[src/dss_map.svh]
// Register offsets, field positions, selection codes and reset values of the
// drive status output block. Definitions only; included by the terminal selector and the top module.
`ifndef DSS_MAP_SVH
`define DSS_MAP_SVH

// Register byte offsets
`define DSS_OFF_CTRL      8'h00
`define DSS_OFF_HS_LEVEL  8'h04
`define DSS_OFF_UC_LEVEL  8'h08
`define DSS_OFF_SEL_LO    8'h0c
`define DSS_OFF_SEL_HI    8'h10
`define DSS_OFF_STATUS    8'h14
`define DSS_OFF_INT_STAT  8'h18
`define DSS_OFF_INT_MASK  8'h1c

// Control register fields
`define DSS_CTRL_SRC_BIT  0
`define DSS_CTRL_MODE_LSB 2
`define DSS_CTRL_OPF_BIT  4
`define DSS_CTRL_OPR_BIT  5

// Undercurrent mode values
`define DSS_UC_MODE_RUN   2'h0
`define DSS_UC_MODE_CONST 2'h1

// Selection codes
`define DSS_CODE_START_T  6'h2c
`define DSS_CODE_START_R  6'h29
`define DSS_CODE_HEAT     6'h2a
`define DSS_CODE_LOWCUR   6'h2b
`define DSS_CODE_READY    6'h32
`define DSS_CODE_FWD      6'h33
`define DSS_CODE_REV      6'h34
`define DSS_CODE_MAJOR    6'h35

// Limits and reset values
`define DSS_HS_MAX        8'hc8
`define DSS_HS_RST        8'h78
`define DSS_UC_RST        12'h000
`define DSS_SEL_RST       6'h3f
`define DSS_EVT_W         5

`endif

[src/dss_pkg.sv]
// Types shared by the drive status output modules.
// Assumes nothing beyond a SystemVerilog compiler.
package dss_pkg;
    // Drive direction state
    typedef enum logic [1:0] {DRV_STOP, DRV_FWD, DRV_REV} dss_drive_t;

    // One bit per status flag
    typedef struct packed {
        logic major;
        logic rev;
        logic fwd;
        logic ready;
        logic lowcur;
        logic heat;
        logic start;
    } dss_flags_t;
endpackage

[src/dss_flag_if.sv]
// Interface carrying the evaluated status flags to the terminal selectors.
// Assumes one producer (the top) and any number of selector instances.
`timescale 1ns/1ps
interface dss_flag_if;
    dss_pkg::dss_flags_t flags;
    modport src (output flags);
    modport mux (input  flags);
endinterface

[src/dss_term_mux.sv]
// One output terminal selector: picks the flag that its code names.
// Assumes the code is a stable register value on the same clock.
`timescale 1ns/1ps
`include "dss_map.svh"
module dss_term_mux #(
    parameter bit IS_RELAY = 1'b0
) (
    // Flags in
    dss_flag_if.mux   fif,
    // Selection and result
    input  wire logic [5:0] sel_in,
    output logic            q_out
);
    // Relay offers the start flag under its own code; unknown codes read low
    always_comb begin
        q_out = 1'b0;
        case (sel_in)
            `DSS_CODE_START_T: q_out = IS_RELAY ? 1'b0 : fif.flags.start;
            `DSS_CODE_START_R: q_out = IS_RELAY ? fif.flags.start : 1'b0;
            `DSS_CODE_HEAT:    q_out = fif.flags.heat;
            `DSS_CODE_LOWCUR:  q_out = fif.flags.lowcur;
            `DSS_CODE_READY:   q_out = fif.flags.ready;
            `DSS_CODE_FWD:     q_out = fif.flags.fwd;
            `DSS_CODE_REV:     q_out = fif.flags.rev;
            `DSS_CODE_MAJOR:   q_out = fif.flags.major;
            default:           q_out = 1'b0;
        endcase
    end
endmodule // dss_term_mux

[src/dss_status_top.sv]
// Drive status output generator: evaluates the status flags, decides the
// drive direction and routes the flags to five terminals and the relay.
// Assumes the temperature, current, trip and speed inputs come from logic on
// MCLK_IN; only the terminal run commands are pins and get synchronised.
`timescale 1ns/1ps
`include "dss_map.svh"
module dss_status_top #(
    parameter int RATED_CURRENT = 400
) (
    // Clock and reset
    input  wire logic        MCLK_IN,
    input  wire logic        SRST_IN,
    // Register port
    input  wire logic [7:0]  ADDR_IN,
    input  wire logic [31:0] WDATA_IN,
    input  wire logic        WR_IN,
    input  wire logic        RD_IN,
    output logic      [31:0] RDATA_OUT,
    // Run command pins
    input  wire logic        FWD_PIN_IN,
    input  wire logic        REV_PIN_IN,
    // Internal drive state
    input  wire logic        MAIN_POWER_OK_IN,
    input  wire logic        TRIP_IN,
    input  wire logic [5:0]  HW_TRIP_CAUSE_IN,
    input  wire logic [7:0]  HEATSINK_TEMP_IN,
    input  wire logic [11:0] OUT_CURRENT_IN,
    input  wire logic        CONST_SPEED_IN,
    // Drive and terminals
    output logic             DRIVE_FWD_OUT,
    output logic             DRIVE_REV_OUT,
    output logic [4:0]       TERM_OUT,
    output logic             RELAY_OUT,
    output logic             ALARM_OUT,
    output logic             IRQ_OUT
);
    localparam int UC_MAX_INT = (RATED_CURRENT * 3) / 2;
    localparam logic [11:0] UC_MAX = 12'(UC_MAX_INT);

    // Refuse a rated current whose limit does not fit the level field
    if (RATED_CURRENT < 1 || UC_MAX_INT > 4095) begin : g_chk
        $error("RATED_CURRENT out of range");
    end

    ////////////////////////////////////////////////////////////////////////////
    // Pin synchronisers

    logic fwd_meta_r, fwd_sync_r, rev_meta_r, rev_sync_r;
    logic fwd_meta_nxt, fwd_sync_nxt, rev_meta_nxt, rev_sync_nxt;

    // First stage is read only by the second stage
    always_comb begin
        fwd_meta_nxt = FWD_PIN_IN;
        fwd_sync_nxt = fwd_meta_r;
        rev_meta_nxt = REV_PIN_IN;
        rev_sync_nxt = rev_meta_r;
    end

    always_ff @(posedge MCLK_IN) begin
        if (SRST_IN) begin
            fwd_meta_r <= 1'b0;
            fwd_sync_r <= 1'b0;
            rev_meta_r <= 1'b0;
            rev_sync_r <= 1'b0;
        end else begin
            fwd_meta_r <= fwd_meta_nxt;
            fwd_sync_r <= fwd_sync_nxt;
            rev_meta_r <= rev_meta_nxt;
            rev_sync_r <= rev_sync_nxt;
        end
    end

    ////////////////////////////////////////////////////////////////////////////
    // Register file

    logic                         run_src_r, run_src_nxt;
    logic [1:0]                   uc_mode_r, uc_mode_nxt;
    logic                         op_fwd_r, op_fwd_nxt;
    logic                         op_rev_r, op_rev_nxt;
    logic [7:0]                   hs_level_r, hs_level_nxt;
    logic [11:0]                  uc_level_r, uc_level_nxt;
    logic [5:0]                   sel_r [6];
    logic [5:0]                   sel_nxt [6];
    logic [`DSS_EVT_W-1:0]        int_stat_r, int_stat_nxt;
    logic [`DSS_EVT_W-1:0]        int_mask_r, int_mask_nxt;
    logic [31:0]                  rdata_nxt;
    logic [`DSS_EVT_W-1:0]        evt;
    dss_pkg::dss_drive_t          drive_r;
    dss_pkg::dss_flags_t          flags_r;

    // Writes clamp the limits; status events win over a same-cycle clear
    always_comb begin
        run_src_nxt  = run_src_r;
        uc_mode_nxt  = uc_mode_r;
        op_fwd_nxt   = op_fwd_r;
        op_rev_nxt   = op_rev_r;
        hs_level_nxt = hs_level_r;
        uc_level_nxt = uc_level_r;
        sel_nxt      = sel_r;
        int_mask_nxt = int_mask_r;
        int_stat_nxt = int_stat_r;
        if (WR_IN) begin
            unique case (ADDR_IN)
                `DSS_OFF_CTRL: begin
                    run_src_nxt = WDATA_IN[`DSS_CTRL_SRC_BIT];
                    uc_mode_nxt = WDATA_IN[`DSS_CTRL_MODE_LSB +: 2];
                    op_fwd_nxt  = WDATA_IN[`DSS_CTRL_OPF_BIT];
                    op_rev_nxt  = WDATA_IN[`DSS_CTRL_OPR_BIT];
                end
                `DSS_OFF_HS_LEVEL: begin
                    hs_level_nxt = (WDATA_IN[7:0] > `DSS_HS_MAX) ? `DSS_HS_MAX
                                                                : WDATA_IN[7:0];
                end
                `DSS_OFF_UC_LEVEL: begin
                    uc_level_nxt = (WDATA_IN[11:0] > UC_MAX) ? UC_MAX
                                                             : WDATA_IN[11:0];
                end
                `DSS_OFF_SEL_LO: begin
                    for (int i = 0; i < 4; i++) begin
                        sel_nxt[i] = WDATA_IN[i*8 +: 6];
                    end
                end
                `DSS_OFF_SEL_HI: begin
                    sel_nxt[4] = WDATA_IN[5:0];
                    sel_nxt[5] = WDATA_IN[13:8];
                end
                `DSS_OFF_INT_STAT: int_stat_nxt = int_stat_r & ~WDATA_IN[`DSS_EVT_W-1:0];
                `DSS_OFF_INT_MASK: int_mask_nxt = WDATA_IN[`DSS_EVT_W-1:0];
                default: ;
            endcase
        end
        int_stat_nxt = int_stat_nxt | evt;
        // Read data stand for the one cycle after the strobe
        rdata_nxt = 32'h0;
        if (RD_IN) begin
            unique case (ADDR_IN)
                `DSS_OFF_CTRL:     rdata_nxt = {26'h0, op_rev_r, op_fwd_r, uc_mode_r,
                                                1'b0, run_src_r};
                `DSS_OFF_HS_LEVEL: rdata_nxt = {24'h0, hs_level_r};
                `DSS_OFF_UC_LEVEL: rdata_nxt = {20'h0, uc_level_r};
                `DSS_OFF_SEL_LO:   rdata_nxt = {2'h0, sel_r[3], 2'h0, sel_r[2],
                                                2'h0, sel_r[1], 2'h0, sel_r[0]};
                `DSS_OFF_SEL_HI:   rdata_nxt = {18'h0, sel_r[5], 2'h0, sel_r[4]};
                `DSS_OFF_STATUS:   rdata_nxt = {22'h0, drive_r, 1'b0, flags_r};
                `DSS_OFF_INT_STAT: rdata_nxt = {27'h0, int_stat_r};
                `DSS_OFF_INT_MASK: rdata_nxt = {27'h0, int_mask_r};
                default:           rdata_nxt = 32'h0;
            endcase
        end
    end

    always_ff @(posedge MCLK_IN) begin
        if (SRST_IN) begin
            run_src_r  <= 1'b0;
            uc_mode_r  <= `DSS_UC_MODE_RUN;
            op_fwd_r   <= 1'b0;
            op_rev_r   <= 1'b0;
            hs_level_r <= `DSS_HS_RST;
            uc_level_r <= `DSS_UC_RST;
            for (int i = 0; i < 6; i++) begin
                sel_r[i] <= `DSS_SEL_RST;
            end
            int_stat_r <= '0;
            int_mask_r <= '0;
            RDATA_OUT  <= 32'h0;
        end else begin
            run_src_r  <= run_src_nxt;
            uc_mode_r  <= uc_mode_nxt;
            op_fwd_r   <= op_fwd_nxt;
            op_rev_r   <= op_rev_nxt;
            hs_level_r <= hs_level_nxt;
            uc_level_r <= uc_level_nxt;
            sel_r      <= sel_nxt;
            int_stat_r <= int_stat_nxt;
            int_mask_r <= int_mask_nxt;
            RDATA_OUT  <= rdata_nxt;
        end
    end

    ////////////////////////////////////////////////////////////////////////////
    // Drive direction and flag evaluation

    logic                cmd_fwd, cmd_rev, cmd_any, ready_c, running;
    logic                blocked_r, blocked_nxt;
    dss_pkg::dss_drive_t drive_nxt;
    dss_pkg::dss_flags_t flags_c;
    logic [4:0]          term_c;
    logic                relay_c;
    logic                alarm_nxt, irq_nxt;
    logic [4:0]          term_nxt;
    logic                relay_nxt;

    dss_flag_if fif ();

    // Commands seen from the configured source only drive the motor
    always_comb begin
        cmd_fwd = run_src_r ? op_fwd_r : fwd_sync_r;
        cmd_rev = run_src_r ? op_rev_r : rev_sync_r;
        cmd_any = fwd_sync_r | rev_sync_r | op_fwd_r | op_rev_r;
        ready_c = MAIN_POWER_OK_IN & ~TRIP_IN;
        running = (drive_r != dss_pkg::DRV_STOP);
    end

    // A command raised while not ready stays locked out until released
    always_comb begin
        blocked_nxt = (cmd_fwd | cmd_rev) &
                      (blocked_r | (~ready_c & ~running));
        drive_nxt   = dss_pkg::DRV_STOP;
        if (!ready_c || blocked_r) begin
            drive_nxt = dss_pkg::DRV_STOP;
        end else if (cmd_fwd && cmd_rev) begin
            drive_nxt = dss_pkg::DRV_STOP;
        end else if (cmd_fwd) begin
            drive_nxt = dss_pkg::DRV_FWD;
        end else if (cmd_rev) begin
            drive_nxt = dss_pkg::DRV_REV;
        end
    end

    // Flags are combinational so they drop in the cycle their cause ends
    always_comb begin
        flags_c.start  = cmd_any;
        flags_c.heat   = HEATSINK_TEMP_IN > hs_level_r;
        flags_c.lowcur = (OUT_CURRENT_IN <= uc_level_r) & running &
                         ((uc_mode_r != `DSS_UC_MODE_CONST) | CONST_SPEED_IN);
        flags_c.ready  = ready_c;
        flags_c.fwd    = drive_r == dss_pkg::DRV_FWD;
        flags_c.rev    = drive_r == dss_pkg::DRV_REV;
        flags_c.major  = TRIP_IN & (|HW_TRIP_CAUSE_IN);
        fif.flags      = flags_c;
    end

    // One selector per terminal; the last one is the relay
    for (genvar g = 0; g < 5; g++) begin : g_term
        dss_term_mux #(.IS_RELAY(1'b0)) u_mux (
            .fif    (fif.mux),
            .sel_in (sel_r[g]),
            .q_out  (term_c[g])
        );
    end

    dss_term_mux #(.IS_RELAY(1'b1)) u_relay (
        .fif    (fif.mux),
        .sel_in (sel_r[5]),
        .q_out  (relay_c)
    );

    // Events: major fault, heat warning, low current, ready lost, command refused
    always_comb begin
        evt[0]    = flags_c.major & ~flags_r.major;
        evt[1]    = flags_c.heat & ~flags_r.heat;
        evt[2]    = flags_c.lowcur & ~flags_r.lowcur;
        evt[3]    = ~flags_c.ready & flags_r.ready;
        evt[4]    = blocked_nxt & ~blocked_r;
        term_nxt  = term_c;
        relay_nxt = relay_c;
        alarm_nxt = TRIP_IN;
        irq_nxt   = |(int_stat_nxt & int_mask_nxt);
    end

    always_ff @(posedge MCLK_IN) begin
        if (SRST_IN) begin
            blocked_r     <= 1'b0;
            drive_r       <= dss_pkg::DRV_STOP;
            flags_r       <= '0;
            TERM_OUT      <= 5'h00;
            RELAY_OUT     <= 1'b0;
            ALARM_OUT     <= 1'b0;
            IRQ_OUT       <= 1'b0;
            DRIVE_FWD_OUT <= 1'b0;
            DRIVE_REV_OUT <= 1'b0;
        end else begin
            blocked_r     <= blocked_nxt;
            drive_r       <= drive_nxt;
            flags_r       <= flags_c;
            TERM_OUT      <= term_nxt;
            RELAY_OUT     <= relay_nxt;
            ALARM_OUT     <= alarm_nxt;
            IRQ_OUT       <= irq_nxt;
            DRIVE_FWD_OUT <= drive_nxt == dss_pkg::DRV_FWD;
            DRIVE_REV_OUT <= drive_nxt == dss_pkg::DRV_REV;
        end
    end
endmodule // dss_status_top

[config.mk]
export PLATFORM = sky130hd
export DESIGN_NAME = dss_status_top
export DESIGN_NICKNAME = d
export VERILOG_FILES = /design/src/dss_pkg.sv /design/src/dss_flag_if.sv /design/src/dss_term_mux.sv /design/src/dss_status_top.sv
export VERILOG_INCLUDE_DIRS = /design/src
export SDC_FILE = /design/constraint.sdc
export NUM_CORES = 1
export LEC_CHECK = 0
export BUFFER_PORTS_ARGS = -buffer_cell sky130_fd_sc_hd__clkbuf_2
export CELL_PAD_IN_SITES_DETAIL_PLACEMENT = 0
export CELL_PAD_IN_SITES_GLOBAL_PLACEMENT = 1
export CORE_MARGIN = 2
export CORE_UTILIZATION = 39
export CTS_BUF_LIST = sky130_fd_sc_hd__clkbuf_8
export DETAILED_ROUTE_END_ITERATION = 16
export PLACE_DENSITY = 0.9
export SYNTH_ARGS = -nofsm -noshare
export SYNTH_HDL_FRONTEND = slang
export SYNTH_SLANG_ARGS = --single-unit
[constraint.sdc]
create_clock -name MCLK_IN -period 2.15 [get_ports MCLK_IN]
set_clock_uncertainty 0.2 [all_clocks]
set_input_delay 0.215 -clock MCLK_IN [delete_from_list [all_inputs] [get_ports MCLK_IN]]
set_output_delay 0.215 -clock MCLK_IN [all_outputs]
set_load 0.005 [all_outputs]
After elaboration in Yosys (flattened, before gate mapping)
Cells that the tools add are included.
{"block": "totals", "elab_cells": 153, "register_bits": 127, "output_inout_bits": 42}
{"block": "classes", "n_lt_le_gt_ge": 4, "reduce_logical": 13, "bitwise": 29, "eq_ne": 54, "n_mux": 19}
{"operator": "equality test 6 bit (second input constant)", "n": 42}
{"operator": "one-hot mux 30 bit (8 select lines)", "n": 1}
{"operator": "one-hot mux 1 bit (7 select lines)", "n": 6}
{"operator": "equality test 8 x 5 -> 1 bit (second input constant)", "n": 4}
{"operator": "two-way mux 5 bit", "n": 4}
{"operator": "equality test 8 x 4 -> 1 bit (second input constant)", "n": 2}
{"operator": "greater-than comparator 12 x 10 -> 1 bit (second input constant)", "n": 1}
{"operator": "<= comparator 12 bit", "n": 1}
{"operator": "two-way mux 12 bit", "n": 1}
{"operator": "bitwise AND 1 bit", "n": 11}
{"operator": "bitwise AND 5 bit", "n": 2}
{"operator": "AND reduction 2 bit", "n": 5}
{"operator": "equality test 8 x 3 -> 1 bit (second input constant)", "n": 1}
{"operator": "greater-than comparator 8 bit", "n": 1}
{"operator": "greater-than comparator 8 bit (second input constant)", "n": 1}
{"operator": "zero test 8 bit", "n": 1}
{"operator": "two-way mux 2 bit", "n": 4}
{"operator": "two-way mux 8 bit", "n": 1}
{"operator": "inverter 1 bit", "n": 8}
{"operator": "OR 1 bit", "n": 6}
{"operator": "OR reduction 6 bit", "n": 1}
{"operator": "inverter 5 bit", "n": 1}
{"operator": "OR 5 bit", "n": 1}
{"operator": "OR reduction 5 bit", "n": 1}
{"operator": "9 further kinds", "n": 12}

Longest topological paths before layout
{"block": "depth", "word_depth": 10, "depth_mapped": 8}

By module
From an unflattened synthesis, not the netlist that was laid out.
{"block": "hier_totals", "hier_cells": 643, "hier_area_um2": 5699.2}
{"mod": "dss_status_top", "cells_each": 571, "n_inst": 1, "seq_area_each_um2": 2422.3, "area_per_inst_um2": 5146.2}
{"mod": "dss_term_mux at g_term[0].u_mux ...", "cells_each": 12, "n_inst": 5, "seq_area_each_um2": 0.0, "area_per_inst_um2": 92.6}
{"mod": "dss_term_mux at u_relay", "cells_each": 12, "n_inst": 1, "seq_area_each_um2": 0.0, "area_per_inst_um2": 90.1}

Least setup slack after synthesis
Ideal clock, no wire load.
{"block": "synth_path", "path_type": "register to register", "start": "register uc_level_r[5]", "end": "register TERM_OUT[2]", "setup_slack_ns": -0.142, "path_buffers": 0, "synth_period_minus_slack_ns": 2.292, "path_stages_with_launch": 9, "required_ns": 1.880, "setup_time_ns": 0.070, "t_arrival_ns": 2.022, "cell_sequence": "dfxtp_1 inv_1 ha_1 a211oi_1 nor2_1 or4b_2 o22ai_2 o211ai_1 a21oi_1"}
{"block": "synth_between", "elab_chain_len": 4}
{"element": "start, declared", "line": "dss_status_top.sv:81", "text": "logic [11:0] uc_level_r, uc_level_nxt;"}
{"element": "start signal, assigned", "line": "dss_status_top.sv:159", "text": "uc_level_r <= `DSS_UC_RST;"}
{"element": "start signal, assigned", "line": "dss_status_top.sv:172", "text": "uc_level_r <= uc_level_nxt;"}
{"element": "<= comparator 12 bit", "line": "dss_status_top.sv:224", "text": "flags_c.lowcur = (OUT_CURRENT_IN <= uc_level_r) & running &"}
{"element": "bitwise AND 1 bit (2 in series)", "line": "dss_status_top.sv:224"}
{"element": "one-hot mux 1 bit (7 select lines)", "line": "dss_term_mux.sv:17", "text": "case (sel_in)"}
{"element": "end signal, assigned", "line": "dss_status_top.sv:276", "text": "TERM_OUT <= term_nxt;"}
{"element": "end, declared", "line": "dss_status_top.sv:32", "text": "output logic [4:0] TERM_OUT,"}
Every way passes these cells.
A chain may end at the register's enable or synchronous reset.

Worst setup path after layout
{"block": "layout_path", "start": "register uc_level_r[11]", "end": "register TERM_OUT[3]"}
The elaborated chain is that of the path after synthesis.

==> flow_summary.json <==
{
  "path_clk_slew_ns": 0.07,
  "critical_path.max_fanout": 5,
  "whs_path_depth": 3,
  "layout-drive-gt1-share_pct": 28.2,
  "synthCells": 698,
  "cp-start-kind": "flop",
  "wirelength_mm": 18.0,
  "nNetsFinal": 967,
  "grt_pass1_wl_mm": 28.4,
  "num_antenna_cells": 0,
  "fin_crit_sh_pct": 106,
  "maxCapViolCount": 0,
  "coreArea_mm2": 0.0151,
  "cts_tree": "yes",
  "grt.total_usage_pct": 22.5,
  "fin_crit_ns": 2.29,
  "dieArea_mm2": 0.0165,
  "routed_via_density": 5.36,
  "start_util_pct": 39.9,
  "routedWlPerCell_um": 16.8,
  "yosys.area.top_type": "dfxtp_1",
  "hpwl_mm": 12.9,
  "netlist_area_mm2": 0.00604,
  "vias": 5748,
  "die_w_um": 128,
  "synth_top_area_share_pct": 40.1,
  "reg2regPathDepth": 9,
  "yosysSeqAreaShare_pct": 40.1,
  "synth_edf_count": 0,
  "worstHoldPathType": "input port to flop",
  "finalPower_uw": 4650,
  "grt_start_max_net_pins": 67,
  "setup_viol": 9,
  "synth_cell_types": 66,
  "final_cell_area_mm2": 0.00794,
  "drtIter0Drc": 606,
  "ys.flop_type": "dfxtp_1",
  "first_pass_iters": 5,
  "root_buffer": "clkbuf_8",
  "gp_congestion": 0.889,
  "insertion_delay_ns": 0.45,
  "port_buffers": 104,
  "synth_warnings": 0,
  "max-vdd-ir-drop_mv": 0.337,
  "overflow": 0,
  "cts-htree-levels": 4,
  "grt_pass1_vias": 5379,
  "setup_ws_ns": -0.135,
  "die_h_um": 128,
  "ios": 117,
  "rows": 45,
  "status": "finished, violations left",
  "violations": "setup timing",
  "arrival_ns": 2.46,
  "ys_top_cells_by_area": "dfxtp_1, nand2_1, nand3b_1",
  "fillCellCount": 1402,
  "ant_nets": 0,
  "flow.area_growth_from_synthesis_pct": 31.6,
  "post-route-util_pct": 52.4,
  "cts.sinks": 121,
  "cts_buffer_depth": 2,
  "grt_antenna_before_repair": 0,
  "drcViolationCount": 0,
  "yosys_register_bits": 121,
  "powerDensity_mw_per_mm2": 585,
  "cts_made_buffers": 17,
  "hold_violations": 0,
  "synthArstFlopShare_pct": 0,
  "critPathCaptureType": "flop",
  "critPathKind": "flop to flop",
  "fmaxAchievable_ghz": 0.438,
  "rsz0062_at_grt": "yes",
  "slew_violations": 0,
  "placed_area_mm2": 0.00714,
  "required_ns": 2.33,
  "synth.avg_cell_area_um2": 8.65,
  "leakagePower_uw": 0.00349
}
-- repair_timing --
item	4_1_cts	5_1_grt
setup endpoints to repair	9	21
hold endpoints to repair	50	0
pin swaps	14	5
gates cloned	1	0
hold buffers	29	0
buffers inserted	2	0
resized for setup	25	8
-- flip-flops by register name, summed over array words and instances (netlist names), 2 cells and up --
signal / count
int_stat_r: 5
flags_r: 7
int_mask_r: 5
drive_r: 2
RDATA_OUT: 26
TERM_OUT: 5
uc_level_r: 12
uc_mode_r: 2
sel_r: 36
hs_level_r: 8
-- metrics by stage --
step | cells | TNS, ns | hold slack [ns] | worst slack, ns
3_5_place_dp | 1010 | -4.33 | 0.224 | -0.182
3_3_place_gp | 1010 | -2.57 | 0.217 | -0.123
2_1_floorplan | 703 | 0 | 0.133 | 0.0163
5_1_grt | 1072 | -1.59 | 0.0476 | -0.224
6_report | 1072 | -0.940 | 0.0383 | -0.135
4_1_cts | 1073 | -0.269 | 0.0147 | -0.105
-- routing by layer --
metal	GRT usage, %	up-vias	wire length [um]
met5	0	-	0
met4	7.76	0	413
met3	4.45	25	1160
met2	36.2	236	8360
met1	30.3	2687	8080
li1	-	2800	-
-- cells in the final DEF (no fill, tap or decap), types with 6 or more instances in the layout --
master	n
dfxtp_1	114
buf_12	6
o211ai_1	6
conb_1	6
ha_1	14
a22oi_1	12
clkbuf_8	18
mux4_2	9
nand4_1	13
nand3b_1	36
nor2b_1	25
dlygate4sd3_1	29
a211oi_1	8
inv_1	26
nor2_1	61
nor3_1	8
clkbuf_2	104
and2_1	15
dfxtp_2	7
a21oi_1	24
buf_4	58
nand2b_1	15
a22o_1	7
mux2i_1	26
nand2_1	101
o22ai_1	6
nand3_1	7
clkinv_2	7
nor4_1	6
a31oi_1	7
o21ai_0	15
-- area by class of cell --
cell class | count | area (um2) | area share [%]
Tap cell | 188 | 235 | 2.96
Timing Repair Buffer | 197 | 1370 | 17.2
Inverter | 27 | 101 | 1.28
Sequential cell | 121 | 2430 | 30.6
Clock buffer | 18 | 248 | 3.12
Clock inverter | 13 | 114 | 1.43
Multi-Input combinational cell | 508 | 3450 | 43.4
-- power by group --
group          switching (uW)  leakage [uW]  internal (uW)  total, uW
Clock                     907      0.000201           1020       1930
Sequential               12.4      0.000983           2260       2270
Combinational             229       0.00231            219        448
-- worst max-delay path, stage by stage, from the launching register on --
cell and delay (ns):
dfxtp_2 0.33, inv_2 0.05, ha_4 0.25, a21oi_4 0.15
o21a_1 0.16, or4b_4 0.48, o22ai_4 0.21, buf_12 0.16
o211ai_1 0.08, a21oi_1 0.13
-- synth_stat cells (all sizes together) (6+ instances only) --
| cell | n |
|---|---|
| a22oi | 12 |
| nand4 | 14 |
| nor2b | 26 |
| dfxtp | 121 |
| nor4 | 6 |
| ha | 20 |
| nor3 | 10 |
| o22ai | 7 |
| buf | 19 |
| inv | 27 |
| a211oi | 10 |
| a22o | 7 |
| o211ai | 6 |
| clkbuf | 28 |
| o21ai | 19 |
| mux4 | 9 |
| nand2 | 104 |
| nand2b | 16 |
| a21oi | 27 |
| nand3b | 36 |
| mux2i | 26 |
| nand3 | 7 |
| and2 | 15 |
| nor2 | 63 |
| a31oi | 7 |
-- path summary, 6_finish.rpt --
check                 to           start  slack (ns)
min reg2reg   fwd_sync_r      fwd_meta_r        0.24
max reg2reg  TERM_OUT[3]  uc_level_r[11]       -0.14
max          TERM_OUT[3]  uc_level_r[11]       -0.14
min           flags_r[3]         SRST_IN        0.04
-- cell families (layout without fill, tap and decap cells) --
logic type               count (synthesis)  in the layout  share of synthesized area [%]
AO/OA/AOI/OAI                          122            122                           14.0
buffers and inverters                   74            255                           5.16
flip-flops                             121            121                           40.1
XOR/XNOR                                 5              5                          0.725
other                                    1              6                         0.0621
AND/OR/NAND/NOR                        318            318                           27.8
adder cells (fa/ha/maj)                 20             20                           4.14
multiplexers                            37             37                           8.04
Note: power is estimated with default switching activity, not from simulation.
